File: src/rng_gate_pkg.sv
package rng_gate_pkg;
	// total failure: this many equal raw bits in a row
	localparam int TF_RUN = 8;
	localparam int RUN_W = 4;
	// online monobit test window and accepted ones count
	localparam int WIN_BITS = 256;
	localparam int WIN_W = 9;
	localparam logic [WIN_W-1:0] MONO_LO = 9'h060;
	localparam logic [WIN_W-1:0] MONO_HI = 9'h0A0;
	// periodic mode tests one window out of this many
	localparam int PERIOD_WIN = 4;
	localparam int PER_W = 2;
	localparam int OCT_W = 8;
	typedef enum logic [3:0] {
		ST_IDLE = 4'b0001,
		ST_STARTUP = 4'b0010,
		ST_RUN = 4'b0100,
		ST_FAILED = 4'b1000
	} gate_state_t;
endpackage

File: src/health_if.sv
`timescale 1ns/1ps
interface health_if;
	logic bitIn;
	logic bitValid;
	logic clear;
	logic totalFail;
	logic winDone;
	logic winPass;
	modport mon (input bitIn, bitValid, clear,
		output totalFail, winDone, winPass);
	modport ctl (output bitIn, bitValid, clear,
		input totalFail, winDone, winPass);
endinterface

File: src/health_monitor.sv
`timescale 1ns/1ps
module health_monitor import rng_gate_pkg::*; (
	// clock and reset
	input wire logic ref_clk,
	input wire logic arst_n,
	// monitor side of the health link
	health_if.mon hl
);
	logic [RUN_W-1:0] runCnt_r, runCnt_nxt;
	logic lastBit_r, lastBit_nxt;
	logic [WIN_W-1:0] ones_r, ones_nxt;
	logic [WIN_W-1:0] bitCnt_r, bitCnt_nxt;
	logic tf_r, tf_nxt, done_r, done_nxt, pass_r, pass_nxt;
	logic [WIN_W-1:0] onesNew;

	// repetition count and monobit window, both every raw bit
	always_comb begin
		runCnt_nxt = runCnt_r;
		lastBit_nxt = lastBit_r;
		ones_nxt = ones_r;
		bitCnt_nxt = bitCnt_r;
		tf_nxt = 1'b0;
		done_nxt = 1'b0;
		pass_nxt = pass_r;
		onesNew = ones_r + {{(WIN_W-1){1'b0}}, hl.bitIn};
		if (hl.clear) begin
			runCnt_nxt = '0;
			ones_nxt = '0;
			bitCnt_nxt = '0;
		end else if (hl.bitValid) begin
			lastBit_nxt = hl.bitIn;
			// a stuck source shows as a long run of one value
			if (hl.bitIn == lastBit_r && runCnt_r != '0) begin
				if (runCnt_r == RUN_W'(TF_RUN - 1))
					tf_nxt = 1'b1;
				else
					runCnt_nxt = runCnt_r + 1'b1;
			end else begin
				runCnt_nxt = RUN_W'(1);
			end
			if (bitCnt_r == WIN_W'(WIN_BITS - 1)) begin
				done_nxt = 1'b1;
				pass_nxt = onesNew >= MONO_LO && onesNew <= MONO_HI;
				ones_nxt = '0;
				bitCnt_nxt = '0;
			end else begin
				ones_nxt = onesNew;
				bitCnt_nxt = bitCnt_r + 1'b1;
			end
		end
	end

	always_ff @(posedge ref_clk or negedge arst_n) begin
		if (!arst_n) begin
			runCnt_r <= '0;
			lastBit_r <= 1'b0;
			ones_r <= '0;
			bitCnt_r <= '0;
			tf_r <= 1'b0;
			done_r <= 1'b0;
			pass_r <= 1'b0;
		end else begin
			runCnt_r <= runCnt_nxt;
			lastBit_r <= lastBit_nxt;
			ones_r <= ones_nxt;
			bitCnt_r <= bitCnt_nxt;
			tf_r <= tf_nxt;
			done_r <= done_nxt;
			pass_r <= pass_nxt;
		end
	end

	assign hl.totalFail = tf_r;
	assign hl.winDone = done_r;
	assign hl.winPass = pass_r;
endmodule

File: src/rng_health_gate.sv
`timescale 1ns/1ps
module rng_health_gate import rng_gate_pkg::*; (
	// clock and reset
	input wire logic ref_clk,
	input wire logic arst_n,
	// raw entropy stream
	input wire logic rawBit,
	input wire logic rawValid,
	// software control
	input wire logic genEnable,
	input wire logic contMode,
	input wire logic selfTestStart,
	// random output
	output logic [OCT_W-1:0] rndOctet,
	output logic rndValid,
	// status
	output logic genReady,
	output logic failFlag,
	output logic defectFlag,
	output logic selfTestDone,
	output logic selfTestPass
);
	health_if hl();

	gate_state_t state_r, state_nxt;
	logic [OCT_W-1:0] shift_r, shift_nxt;
	logic [2:0] bitPos_r, bitPos_nxt;
	logic [OCT_W-1:0] held_r, held_nxt;
	logic heldValid_r, heldValid_nxt;
	logic [OCT_W-1:0] out_r, out_nxt;
	logic outValid_r, outValid_nxt;
	logic fail_r, fail_nxt, defect_r, defect_nxt;
	logic [PER_W-1:0] perCnt_r, perCnt_nxt;
	logic stPend_r, stPend_nxt, stDone_r, stDone_nxt;
	logic stPass_r, stPass_nxt;
	logic testThis, octetDone, active;

	health_monitor health_monitor_i (
		.ref_clk(ref_clk),
		.arst_n(arst_n),
		.hl(hl)
	);

	// monitor is cleared whenever the generator is stopped
	assign hl.bitIn = rawBit;
	assign hl.bitValid = rawValid;
	assign hl.clear = state_r == ST_IDLE;

	// main gate state and health verdicts
	always_comb begin
		state_nxt = state_r;
		fail_nxt = fail_r;
		defect_nxt = defect_r;
		perCnt_nxt = perCnt_r;
		// start-up window is always judged; later ones per mode
		testThis = state_r == ST_STARTUP || contMode ||
			perCnt_r == '0;
		active = state_r == ST_STARTUP || state_r == ST_RUN;
		if (!genEnable) begin
			// restart is the only way out of a failure
			state_nxt = ST_IDLE;
			fail_nxt = 1'b0;
			defect_nxt = 1'b0;
			perCnt_nxt = '0;
		end else begin
			unique case (state_r)
			ST_IDLE: state_nxt = ST_STARTUP;
			ST_STARTUP, ST_RUN: begin
				if (hl.winDone && state_r == ST_RUN)
					perCnt_nxt = perCnt_r + 1'b1;
				if (hl.totalFail) begin
					fail_nxt = 1'b1;
					state_nxt = ST_FAILED;
				end else if (hl.winDone && testThis) begin
					if (!hl.winPass) begin
						defect_nxt = 1'b1;
						state_nxt = ST_FAILED;
					end else if (state_r == ST_STARTUP) begin
						state_nxt = ST_RUN;
					end
				end
			end
			ST_FAILED: state_nxt = ST_FAILED;
			endcase
		end
	end

	// octet assembly with one octet held back, so a failure
	// found late still catches the bits just before it
	always_comb begin
		shift_nxt = shift_r;
		bitPos_nxt = bitPos_r;
		held_nxt = held_r;
		heldValid_nxt = heldValid_r;
		out_nxt = out_r;
		outValid_nxt = 1'b0;
		octetDone = rawValid && bitPos_r == 3'h7;
		if (state_r != ST_RUN || state_nxt != ST_RUN) begin
			bitPos_nxt = '0;
			heldValid_nxt = 1'b0;
		end else if (rawValid) begin
			shift_nxt = {shift_r[OCT_W-2:0], rawBit};
			bitPos_nxt = bitPos_r + 1'b1;
			if (octetDone) begin
				held_nxt = {shift_r[OCT_W-2:0], rawBit};
				heldValid_nxt = 1'b1;
				if (heldValid_r) begin
					out_nxt = held_r;
					outValid_nxt = 1'b1;
				end
			end
		end
	end

	// software self-test: judged on the window that ends next, even one already under way
	always_comb begin
		stPend_nxt = stPend_r;
		stDone_nxt = stDone_r;
		stPass_nxt = stPass_r;
		if (selfTestStart) begin
			stDone_nxt = 1'b0;
			stPass_nxt = 1'b0;
			if (active) begin
				stPend_nxt = 1'b1;
			end else if (state_r == ST_FAILED) begin
				stDone_nxt = 1'b1;
			end
		end else if (stPend_r) begin
			if (!genEnable || hl.totalFail) begin
				stPend_nxt = 1'b0;
				stDone_nxt = 1'b1;
				stPass_nxt = 1'b0;
			end else if (hl.winDone) begin
				stPend_nxt = 1'b0;
				stDone_nxt = 1'b1;
				stPass_nxt = hl.winPass && !fail_r && !defect_r;
			end
		end
	end

	always_ff @(posedge ref_clk or negedge arst_n) begin
		if (!arst_n) begin
			state_r <= ST_IDLE;
			fail_r <= 1'b0;
			defect_r <= 1'b0;
			perCnt_r <= '0;
			shift_r <= '0;
			bitPos_r <= '0;
			held_r <= '0;
			heldValid_r <= 1'b0;
			out_r <= '0;
			outValid_r <= 1'b0;
			stPend_r <= 1'b0;
			stDone_r <= 1'b0;
			stPass_r <= 1'b0;
		end else begin
			state_r <= state_nxt;
			fail_r <= fail_nxt;
			defect_r <= defect_nxt;
			perCnt_r <= perCnt_nxt;
			shift_r <= shift_nxt;
			bitPos_r <= bitPos_nxt;
			held_r <= held_nxt;
			heldValid_r <= heldValid_nxt;
			out_r <= out_nxt;
			outValid_r <= outValid_nxt;
			stPend_r <= stPend_nxt;
			stDone_r <= stDone_nxt;
			stPass_r <= stPass_nxt;
		end
	end

	// outputs straight from flops; ready is the run state bit
	assign rndOctet = out_r;
	assign rndValid = outValid_r;
	assign genReady = state_r[2];
	assign failFlag = fail_r;
	assign defectFlag = defect_r;
	assign selfTestDone = stDone_r;
	assign selfTestPass = stPass_r;

	// checks
	a_fail_blocks: assert property (@(posedge ref_clk) disable iff (!arst_n)
		failFlag |-> !rndValid)
		else $error("octet released after total failure");
	a_fail_drops: assert property (@(posedge ref_clk) disable iff (!arst_n)
		hl.totalFail && genEnable && active |=> !rndValid[*8])
		else $error("octet released right after failure");
	a_defect_flag: assert property (@(posedge ref_clk) disable iff (!arst_n)
		genEnable && active && hl.winDone && testThis && !hl.winPass
		&& !hl.totalFail |=> defectFlag && !genReady)
		else $error("failed window not flagged");
	a_startup_gate: assert property (@(posedge ref_clk) disable iff (!arst_n)
		rndValid |-> $past(state_r, 1) == ST_RUN)
		else $error("octet before start-up pass");
	a_cont_mode: assert property (@(posedge ref_clk) disable iff (!arst_n)
		contMode && genEnable && state_r == ST_RUN && hl.winDone
		&& !hl.winPass |=> state_r == ST_FAILED)
		else $error("continuous mode missed a bad window");
	a_selftest_done: assert property (@(posedge ref_clk) disable iff (!arst_n)
		stPend_r && !selfTestStart && genEnable && !hl.totalFail
		&& hl.winDone |=> selfTestDone
		&& (selfTestPass == $past(hl.winPass && !fail_r && !defect_r)))
		else $error("self-test verdict wrong");
	// a stop or a stuck source while pending must read as a fail
	a_selftest_abort: assert property (@(posedge ref_clk) disable iff (!arst_n)
		stPend_r && !selfTestStart && (!genEnable || hl.totalFail)
		|=> selfTestDone && !selfTestPass)
		else $error("aborted self-test not failed");
	a_sticky_fail: assert property (@(posedge ref_clk) disable iff (!arst_n)
		failFlag && genEnable |=> failFlag)
		else $error("failure flag dropped while enabled");
	a_valid_blocked: assert property (@(posedge ref_clk) disable iff (!arst_n)
		!genReady |=> !rndValid)
		else $error("valid while blocked");
	a_restart_clear: assert property (@(posedge ref_clk) disable iff (!arst_n)
		!genEnable |=> !failFlag && !defectFlag && state_r == ST_IDLE)
		else $error("restart did not clear flags");

	c_octet_out: cover property (@(posedge ref_clk) disable iff (!arst_n)
		rndValid);
	c_total_fail: cover property (@(posedge ref_clk) disable iff (!arst_n)
		$rose(failFlag));
	c_defect: cover property (@(posedge ref_clk) disable iff (!arst_n)
		$rose(defectFlag));
	c_selftest_pass: cover property (@(posedge ref_clk) disable iff (!arst_n)
		$rose(selfTestDone) && selfTestPass);
endmodule

File: config.mk
export PLATFORM = sky130hd
export DESIGN_NAME = rng_health_gate
export DESIGN_NICKNAME = d
export VERILOG_FILES = /design/src/rng_gate_pkg.sv /design/src/health_if.sv /design/src/health_monitor.sv /design/src/rng_health_gate.sv
export SDC_FILE = /design/constraint.sdc
export NUM_CORES = 1
export LEC_CHECK = 0
export ABC_AREA = 1
export BUFFER_PORTS_ARGS = -buffer_cell sky130_fd_sc_hd__buf_2
export CAP_MARGIN = 30
export CORE_MARGIN = 2
export CORE_UTILIZATION = 30
export CTS_CLUSTER_SIZE = 24
export DETAILED_ROUTE_END_ITERATION = 8
export PLACE_DENSITY = 0.44
export SYNTH_ARGS = -nofsm -noshare
export SYNTH_HDL_FRONTEND = slang
export SYNTH_HIERARCHICAL = 1
export SYNTH_SLANG_ARGS = --single-unit
File: constraint.sdc
create_clock -name ref_clk -period 2 [get_ports ref_clk]
set_input_delay 0.4 -clock ref_clk [delete_from_list [all_inputs] [get_ports ref_clk]]
set_output_delay 0.4 -clock ref_clk [all_outputs]
set_load 0.05 [all_outputs]
==> results of run 1 <==
## power breakdown
group	internal, mW	switching (mW)
registers	1.35	0.0340
logic	0.0853	0.153
clock network	0.566	0.519
## final cells by class
type | count | area, um2 | share of cell area [%]
Clock inverter | 5 | 57.6 | 1.53
Clock buffer | 10 | 128 | 3.39
Inverter | 41 | 154 | 4.09
Multi-Input combinational cell | 257 | 1430 | 37.9
Tap cell | 140 | 175 | 4.65
Sequential cell | 65 | 1630 | 43.2
Timing Repair Buffer | 31 | 195 | 5.18
## cell families (layout without fill, tap and decap cells)
| group | after synthesis | count (layout) |
|---|---|---|
| XOR/XNOR | 8 | 8 |
| adder cells (fa/ha/maj) | 8 | 8 |
| buffers and inverters | 50 | 87 |
| flip-flops | 65 | 65 |
| AO/OA/AOI/OAI | 37 | 37 |
| AND/OR/NAND/NOR | 204 | 204 |
## state kept, by name (all words and copies together), names as in the netlist, 2 cells and up
| register | count |
|---|---|
| rndOctet | 8 |
| health_monitor_i/runCnt_r | 4 |
| health_monitor_i/ones_r | 9 |
| held_r | 8 |
| bitPos_r | 3 |
| health_monitor_i/bitCnt_r | 9 |
| state_r | 4 |
| perCnt_r | 2 |
| shift_r | 7 |
## worst max path at each step
stage	cells after the start	end	startpoint	slack, ns
4_1_cts	10	held_r[7]$_DFFE_PN0P_	perCnt_r[0]$_DFFE_PN0P_	0.25
3_3_place_gp	10	health_monitor_i/hl.winPass$_DFFE_PN0P_	rawBit	0.25
5_1_grt	10	shift_r[4]$_DFFE_PN0P_	perCnt_r[0]$_DFFE_PN0P_	0.07
6_report	10	held_r[7]$_DFFE_PN0P_	perCnt_r[0]$_DFFE_PN0P_	0.27
2_1_floorplan	8	health_monitor_i/runCnt_r[2]$_DFFE_PN0P_	state_r[2]$_DFF_PN0_	0.16
3_5_place_dp	10	health_monitor_i/hl.winPass$_DFFE_PN0P_	rawBit	0.23
## routing by layer
| metal | track usage, % | wire length (um) | up-vias | part of all wire (%) |
|---|---|---|---|---|
| li1 | - | - | 1316 | - |
| met1 | 16.4 | 3300 | 1201 | 49 |
| met2 | 20.3 | 3100 | 31 | 46 |
| met3 | 2.71 | 214 | 14 | 3.2 |
| met4 | 6.87 | 159 | 0 | 2.3 |
| met5 | 0 | 0 | - | 0 |
## synthesized netlist by cell type (all sizes together)
cell	n	area [um2]
a21oi	11	55.1
a31oi	2	12.5
a32o	3	30.0
and2b	1	10.0
buf	7	61.3
clkbuf	2	7.51
clkinv	1	3.75
dfrtp	64	1600
dfstp	1	26.3
ha	8	100
inv	40	150
nand2	108	430
nand3	25	175
nand3b	1	7.51
nand4	35	219
nor2	31	178
nor4	2	12.5
o21a	1	7.51
o21ai	12	60.1
o22ai	6	37.5
o311ai	1	8.76
o31ai	1	7.51
or2	1	6.26
xnor2	1	8.76
xor2	7	61.3
## through the flow
stage | instance area (um2) | util, % | total power [mW]
global route | 3760 | 35.0 | 2.86
CTS | 3760 | 35.0 | 2.78
global placement | 3580 | 33.3 | 1.66
finish | 3760 | 35.0 | 2.71
detailed placement | 3580 | 33.3 | 1.66
floorplan | 3280 | - | 1.56
## worst max-delay path: cells and delay by family (launching register included)
kind	cells	cell delay [ns]
adders and majority gates	1	0.20
buffers and inverters	2	0.29
and+or+nand+nor	7	0.87
DFF	1	0.33
==> run summary, run 1 <==
post-synthesis instance area -> 0.00328 mm2
Post-Synthesis Cells -> 372
Peak VDD IR -> 0.235 mV
CP cell instances -> inv_1, ha_1, nor2_1, nand2_1, nand2_1, nand2_2, nor2_8, buf_4, nand4_1, nand2_1
die outline area -> 0.0118 mm2
Worst Skew -> 0.00902 ns
Floorplan Core Area -> 0.0107 mm2
clock insertion delay at the later pin of the skew report -> 0.35 ns
clock tree root buffer cell -> clkbuf_8
type of element launching the critical path -> flip-flop
CP dominant cell by count -> nand2_1
post-route ant nets -> 0
Worst setup EP type -> flip-flop
post-route setup TNS -> 0 ns
Final setup violation count -> 0
Placed Cells -> 534
router iterations before antenna repair -> 4
fraction of layout cells with a size suffix above 1 -> 18.8%
CTS H-tree depth -> 3
XOR/XNOR share of the synthesized area -> 2.14%
initial DRC count -> 105
Core Rows -> 38
horizontal die dimension -> 109 um
reg2reg path depth -> 10
share of synthesized area occupied by flip-flops and latches -> 49.7%
DRC violations left -> 0
vertical die dimension -> 109 um
most used cells in the layout excluding fill and tap cells -> nand2_1, dfrtp_1, inv_1
routed vias -> 2562
sum of routed wire length over all layers -> 6.77 mm
Cell Count, Final, Fillers Out -> 549
Max Clk Rate -> 0.577 GHz
Max Cap Violations -> 0
post-CTS setup-driven buffer insertion count -> 0
fill cell count -> 1148
vias in the first global route -> 2464
total power divided by cell area -> 720 mW/mm2
Worst R2R End -> held_r[7]$_DFFE_PN0P_
worst setup slack after layout -> 0.267 ns
post-cts hold buffer count -> 0
maximum number of pins on one net before global-route repair -> 66
critical path's slowest cell -> dfrtp_1
Synth Area per Inst -> 8.81 um2
class of the most critical hold timing path -> in2async
Final Hold Slack -> 0.0579 ns
post-synthesis compound-gate area fraction -> 6.68%
TritonCTS buffer count -> 9
count of endpoints failing hold in the final timing report -> 0
count of yosys warnings during synthesis -> 6
total grt overflow -> 0
min cycle time layout -> 1.73 ns
combinational family with the most area after synthesis -> simple AND/OR/NAND/NOR gates
GR Util All Layers -> 12.8%
Avg WL per Cell -> 12.3 um
path type of the worst setup path -> reg2reg
number of antenna violations at the first check in global routing -> 0
CTS Buffer Depth -> 2
ANT cells -> 0
CTS clock-pin slew for the worst setup and hold paths -> 0.07 ns
mean number of vias per cell -> 4.67
synthesized-area fraction occupied by adder cells -> 3.05%
flops & latches, synth -> 65
effective utilization at floorplan -> 30.5%
proportion of synthesized area in mux cells -> 0%
simple-gate area share of the yosys netlist -> 31.7%
crit-path max FO -> 17
max-slew headroom at the worst pin -> 73.9%
delay of the slowest critical-path stage -> 0.33 ns
synthesis-to-finish area growth -> 14.8%
setup repair after global routing missed its margin -> no
number of nets in the layout -> 420
number of max-slew violations in the final report -> 0
portion of the clock cycle consumed by the worst path in the final layout -> 86.6%
clock tree from TritonCTS -> done
Buffers on Ports -> 20
measured slew at the worst slew-check pin -> 0.387 ns
count of cell types in the netlist -> 36
post-cts repair resize count -> 0
slack of the worst reg-to-reg path -> 0.27 ns
DP Worst Slack -> 0.226 ns
outcome -> finished clean
most common library cell in the layout ignoring fill and taps -> nand2_1
I/O pin total -> 21
standby leakage power -> 1.88 nW
estimated wirelength of the detail-placed design -> 4.69 mm
launch point of the worst reg-to-reg path -> perCnt_r[0]$_DFFE_PN0P_
syn_nets -> 387
final RePlAce weighted congestion -> 0.780
critical path data arrival time -> 2.02 ns
required time of the critical path -> 2.28 ns
wire length of the first global-routing pass -> 11.7 mm
Clock Sinks -> 65
(Power assumes the default switching activity.)
==> inputs of run 2 (changes only) <==
--- a/config.mk
+++ b/config.mk
@@ -12,6 +12,7 @@
 export CORE_UTILIZATION = 30
 export CTS_CLUSTER_SIZE = 24
 export DETAILED_ROUTE_END_ITERATION = 8
+export GPL_TIMING_DRIVEN = 0
 export PLACE_DENSITY = 0.44
 export SYNTH_ARGS = -nofsm -noshare
 export SYNTH_HDL_FRONTEND = slang
==> run 2 against run 1 <==
Effect of this change: largest power group unchanged; wire length increased by 2.2%; setup slack got worse by 0.046 ns; via count increased by 0.90%; sequential power about the same.
==> run summary, run 2 (same netlist as run 1, synthesis figures left out) <==
CTS H-tree depth -> 3
most common library cell in the layout ignoring fill and taps -> nand2_1
outcome -> finished clean
slack of the worst reg-to-reg path -> 0.22 ns
required time of the critical path -> 2.23 ns
max-slew headroom at the worst pin -> 43.8%
crit-path max FO -> 10
mean number of vias per cell -> 4.72
die outline area -> 0.0118 mm2
setup repair after global routing missed its margin -> no
vias in the first global route -> 2483
Worst R2R End -> health_monitor_i/runCnt_r[2]$_DFFE_PN0P_
fraction of layout cells with a size suffix above 1 -> 18.4%
I/O pin total -> 21
reg2reg path depth -> 8
total grt overflow -> 0
post-route ant nets -> 0
most used cells in the layout excluding fill and tap cells -> nand2_1, dfrtp_1, inv_1
class of the most critical hold timing path -> in2async
total power divided by cell area -> 739 mW/mm2
CTS clock-pin slew for the worst setup and hold paths -> 0.08 ns
estimated wirelength of the detail-placed design -> 4.72 mm
path type of the worst setup path -> reg2reg
routed vias -> 2585
horizontal die dimension -> 109 um
number of nets in the layout -> 418
Regs by FF count -> health_monitor_i/bitCnt_r (9), health_monitor_i/ones_r (9)
Final setup violation count -> 0
CTS Buffer Depth -> 2
measured slew at the worst slew-check pin -> 0.842 ns
launch point of the worst reg-to-reg path -> state_r[2]$_DFF_PN0_
Max Clk Rate -> 0.562 GHz
critical path data arrival time -> 2.01 ns
post-route cell area -> 0.00376 mm2
Core Rows -> 38
type of element launching the critical path -> flip-flop
min cycle time layout -> 1.78 ns
Clock Sinks -> 65
post-route setup TNS -> 0 ns
post-CTS setup-driven buffer insertion count -> 0
Peak VDD IR -> 0.205 mV
effective utilization at floorplan -> 30.5%
ANT cells -> 0
clock tree from TritonCTS -> done
final RePlAce weighted congestion -> 0.816
standby leakage power -> 1.88 nW
initial DRC count -> 123
portion of the clock cycle consumed by the worst path in the final layout -> 88.9%
TritonCTS buffer count -> 9
router iterations before antenna repair -> 4
Buffers on Ports -> 20
area after detailed placement -> 0.00356 mm2
Worst setup EP type -> flip-flop
number of max-slew violations in the final report -> 0
clock tree root buffer cell -> clkbuf_8
count of endpoints failing hold in the final timing report -> 0
GR Util All Layers -> 13.1%
maximum number of pins on one net before global-route repair -> 66
Avg WL per Cell -> 12.6 um
Worst Skew -> 0.0135 ns
sum of routed wire length over all layers -> 6.92 mm
wire length of the first global-routing pass -> 12.0 mm
number of antenna violations at the first check in global routing -> 0
Max Cap Violations -> 0
Floorplan Core Area -> 0.0107 mm2
synthesis-to-finish area growth -> 14.8%
vertical die dimension -> 109 um
DRC violations left -> 0
clock insertion delay at the later pin of the skew report -> 0.34 ns
## run 2: cell count changes in the layout (fill, tap and decap cells not counted), sizes merged
cell,change
inv,+1
clkinvlp,-3
clkbuf,+2
buf,-4
clkinv,+3
## run 2: repair_timing
action / in CTS / in global routing
gates resized for setup: 0 / 1
hold buffers: 0 / 0
hold endpoints to repair: 0 / 0
endpoints found under the setup margin: 0 / 4
## run 2: worst max-delay path: stages, from the launching register on
cell and delay, ns:
dfrtp_1 0.44, nor2_2 0.16, nand2_1 0.08, nor2_2 0.26, nor2_4 0.14, inv_1 0.09, buf_4 0.19, nand2_1 0.12
o21a_1 0.18
## run 2: power by group
group          switching, mW  total (mW)  leakage [nW]  internal, mW
logic                  0.154       0.233         0.883        0.0792
registers             0.0346        1.39         0.890          1.35
clock network          0.544        1.16         0.107         0.614
total                  0.732        2.78          1.88          2.05
## run 2: metrics by stage
stage	utilization [%]	hold slack (ns)	std cells	power (mW)	setup slack [ns]
floorplan	-	0.104	372	1.56	0.157
global placement	33.1	0.450	532	1.65	0.100
detailed placement	33.1	0.453	532	1.65	0.0756
CTS	35.0	0.187	548	2.83	0.0539
global route	35.0	0.222	548	2.92	0.0612
finish	35.0	0.149	548	2.78	0.221
## run 2: area by class of cell
class	count	area, um2
Fill cell	1138	6980
Clock buffer	10	138
Inverter	41	154
Tap cell	140	175
Buffer	9	68.8
Sequential cell	65	1630
Timing Repair Buffer	20	103
Multi-Input combinational cell	257	1430
Clock inverter	6	66.3
## run 2: how the worst max path moves through the flow
stage	start	depth (start not counted)	to
floorplan	state_r[2]$_DFF_PN0_	8	health_monitor_i/runCnt_r[2]$_DFFE_PN0P_
global placement	state_r[2]$_DFF_PN0_	8	health_monitor_i/runCnt_r[2]$_DFFE_PN0P_
detailed placement	state_r[2]$_DFF_PN0_	8	health_monitor_i/runCnt_r[2]$_DFFE_PN0P_
CTS	state_r[2]$_DFF_PN0_	8	health_monitor_i/runCnt_r[2]$_DFFE_PN0P_
global route	state_r[2]$_DFF_PN0_	8	health_monitor_i/runCnt_r[2]$_DFFE_PN0P_
finish	state_r[2]$_DFF_PN0_	8	health_monitor_i/runCnt_r[2]$_DFFE_PN0P_
## run 2: layer usage
| metal | global-route usage (%) | up-vias | share of wire (%) |
|---|---|---|---|
| met5 | 0 | - | 0 |
| met4 | 6.78 | 0 | 1.8 |
| met3 | 2.71 | 12 | 2.7 |
| met2 | 20.0 | 43 | 45 |
| met1 | 17.4 | 1220 | 50 |
| li1 | - | 1310 | - |
==> inputs of run 3 (changes only) <==
--- a/config.mk
+++ b/config.mk
@@ -8,6 +8,7 @@
 export ABC_AREA = 1
 export BUFFER_PORTS_ARGS = -buffer_cell sky130_fd_sc_hd__buf_2
 export CAP_MARGIN = 30
+export CORE_ASPECT_RATIO = 1.5
 export CORE_MARGIN = 2
 export CORE_UTILIZATION = 30
 export CTS_CLUSTER_SIZE = 24
==> run 3 against run 2 <==
Effect of this change: register-to-register slack better by 0.04 ns; design area is 2.2% higher; critical path depth stayed put; total power is 12% higher; utilization is 1.3 points higher; die area is 0.15% higher; hold slack better by 0.012 ns; wire length is 1.7% higher; critical endpoint unchanged; largest cell class unchanged.
==> run summary, run 3 (same netlist as run 1, synthesis figures left out) <==
CTS Buffer Depth -> 2
clock insertion delay at the later pin of the skew report -> 0.34 ns
I/O pin total -> 21
max-slew headroom at the worst pin -> 43.4%
Cell Count, Final, Fillers Out -> 552
Placed Cells -> 536
measured slew at the worst slew-check pin -> 0.850 ns
sum of routed wire length over all layers -> 7.04 mm
count of endpoints failing hold in the final timing report -> 0
clock tree root buffer cell -> clkbuf_16
setup repair after global routing missed its margin -> no
most used cells in the layout excluding fill and tap cells -> nand2_1, dfrtp_1, inv_1
CTS H-tree depth -> 3
sequential cell fraction of total power -> 44.8%
design internal power -> 2.33 mW
routed vias -> 2574
final RePlAce weighted congestion -> 0.732
effective utilization at floorplan -> 31.0%
post-route setup TNS -> 0 ns
estimated wirelength of the detail-placed design -> 4.98 mm
Floorplan Core Area -> 0.0106 mm2
synthesis-to-finish area growth -> 17.3%
post-layout util -> 36.3%
fraction of layout cells with a size suffix above 1 -> 18.4%
net switching power -> 770 uW
GR Util All Layers -> 13.5%
min cycle time layout -> 1.74 ns
mean number of vias per cell -> 4.66
Avg WL per Cell -> 12.8 um
post-CTS setup-driven buffer insertion count -> 0
total grt overflow -> 0
number of nets in the layout -> 418
number of max-slew violations in the final report -> 0
Final setup violation count -> 0
portion of the clock cycle consumed by the worst path in the final layout -> 87.1%
wire length of the first global-routing pass -> 12.4 mm
class of the most critical hold timing path -> in2async
fill cell count -> 1144
Regs by FF count -> health_monitor_i/bitCnt_r (9), health_monitor_i/ones_r (9)
horizontal die dimension -> 89.4 um
type of element launching the critical path -> flip-flop
TritonCTS buffer count -> 9
Core Rows -> 46
Final Hold Slack -> 0.162 ns
share of power burned in combinational logic -> 7.4%
DRC violations left -> 0
ANT cells -> 0
Worst Skew -> 0.00481 ns
Max Cap Violations -> 0
number of antenna violations at the first check in global routing -> 0
standby leakage power -> 1.91 nW
Clock Sinks -> 65
post-route ant nets -> 0
maximum number of pins on one net before global-route repair -> 66
router iterations before antenna repair -> 4
post-cts hold buffer count -> 0
outcome -> finished clean
initial DRC count -> 102
vertical die dimension -> 132 um
Max Clk Rate -> 0.574 GHz
switching fraction of total power -> 24.8%
Worst setup EP type -> flip-flop
path type of the worst setup path -> reg2reg
part of the power in the clock network -> 47.8%
clock tree from TritonCTS -> done
required time of the critical path -> 2.22 ns
vias in the first global route -> 2602
most common library cell in the layout ignoring fill and taps -> nand2_1
total power divided by cell area -> 807 mW/mm2
Peak VDD IR -> 0.345 mV
crit-path max FO -> 10
Buffers on Ports -> 20
CTS clock-pin slew for the worst setup and hold paths -> 0.05 ns
die outline area -> 0.0118 mm2
critical path data arrival time -> 1.97 ns
[run 3: changes by cell type in the layout (fill, tap and decap cells not counted), sizes merged]
cell / delta
clkinv: -1
inv: -1
clkinvlp: +2
clkbuf: +1
bufinv: -1
[run 3: path summary, 6_finish.rpt]
check | from | end | slack, ns | cells past startpoint
worst max-delay path | state_r[2]$_DFF_PN0_ | health_monitor_i/runCnt_r[2]$_DFFE_PN0P_ | 0.26 | 8
worst min-delay path | arst_n | perCnt_r[1]$_DFFE_PN0P_ | 0.16 | 1
worst max register to register | state_r[2]$_DFF_PN0_ | health_monitor_i/runCnt_r[2]$_DFFE_PN0P_ | 0.26 | 8
worst min register to register | rndOctet[1]$_DFFE_PN0P_ | rndOctet[1]$_DFFE_PN0P_ | 0.46 | 2
max in group asynchronous | arst_n | health_monitor_i/runCnt_r[2]$_DFFE_PN0P_ | 1.27 | 1
min in group ref_clk | selfTestStart | selfTestDone$_DFFE_PN0P_ | 0.28 | 2
[run 3: area by class of cell]
class,count,area [um2],share of cell area [%]
buffer,9,68.8,1.79
sequential,65,1630,42.3
tap,144,180,4.68
clock inverter,5,30.0,0.781
timing repair buffer,20,103,2.67
multi-input combinational,257,1430,37.2
clock buffer,11,253,6.57
inverter,41,154,4.00
[run 3: what timing repair did]
item                                    in CTS  in global routing
hold endpoints to repair                     0                  0
resized for setup                            0                  1
endpoints found under the setup margin       0                  4
[run 3: layer usage]
metal | track usage (%) | up-vias | part of all wire, %
met4 | 5.22 | 0 | 2.0
met5 | 0 | - | 0
li1 | - | 1310 | -
met2 | 22.1 | 30 | 52
met1 | 16.2 | 1223 | 43
met3 | 4.38 | 11 | 3.1
[run 3: worst max-delay path, cell delays in order, from the launching register on]
cell and delay, ns:
dfrtp_1 0.43, nor2_2 0.16, nand2_1 0.08, nor2_2 0.26
nor2_4 0.14, inv_1 0.10, buf_4 0.18, nand2_1 0.10
o21a_1 0.18
[run 3: power groups by stage]
stage / Sequential [mW] / Combinational (mW) / Clock [mW]
3_5_place_dp: 1.41 / 0.237 / 0
6_report: 1.39 / 0.231 / 1.48
5_1_grt: 1.40 / 0.272 / 1.58
3_3_place_gp: 1.41 / 0.236 / 0
4_1_cts: 1.39 / 0.239 / 1.53
2_1_floorplan: 1.41 / 0.152 / 0
[run 3: through the flow]
stage	area, um2	worst slack [ns]	power (mW)
floorplan	3280	0.157	1.56
global placement	3560	0.0987	1.65
detailed placement	3560	0.0920	1.65
CTS	3840	0.0721	3.16
global route	3850	0.0848	3.25
finish	3850	0.257	3.10
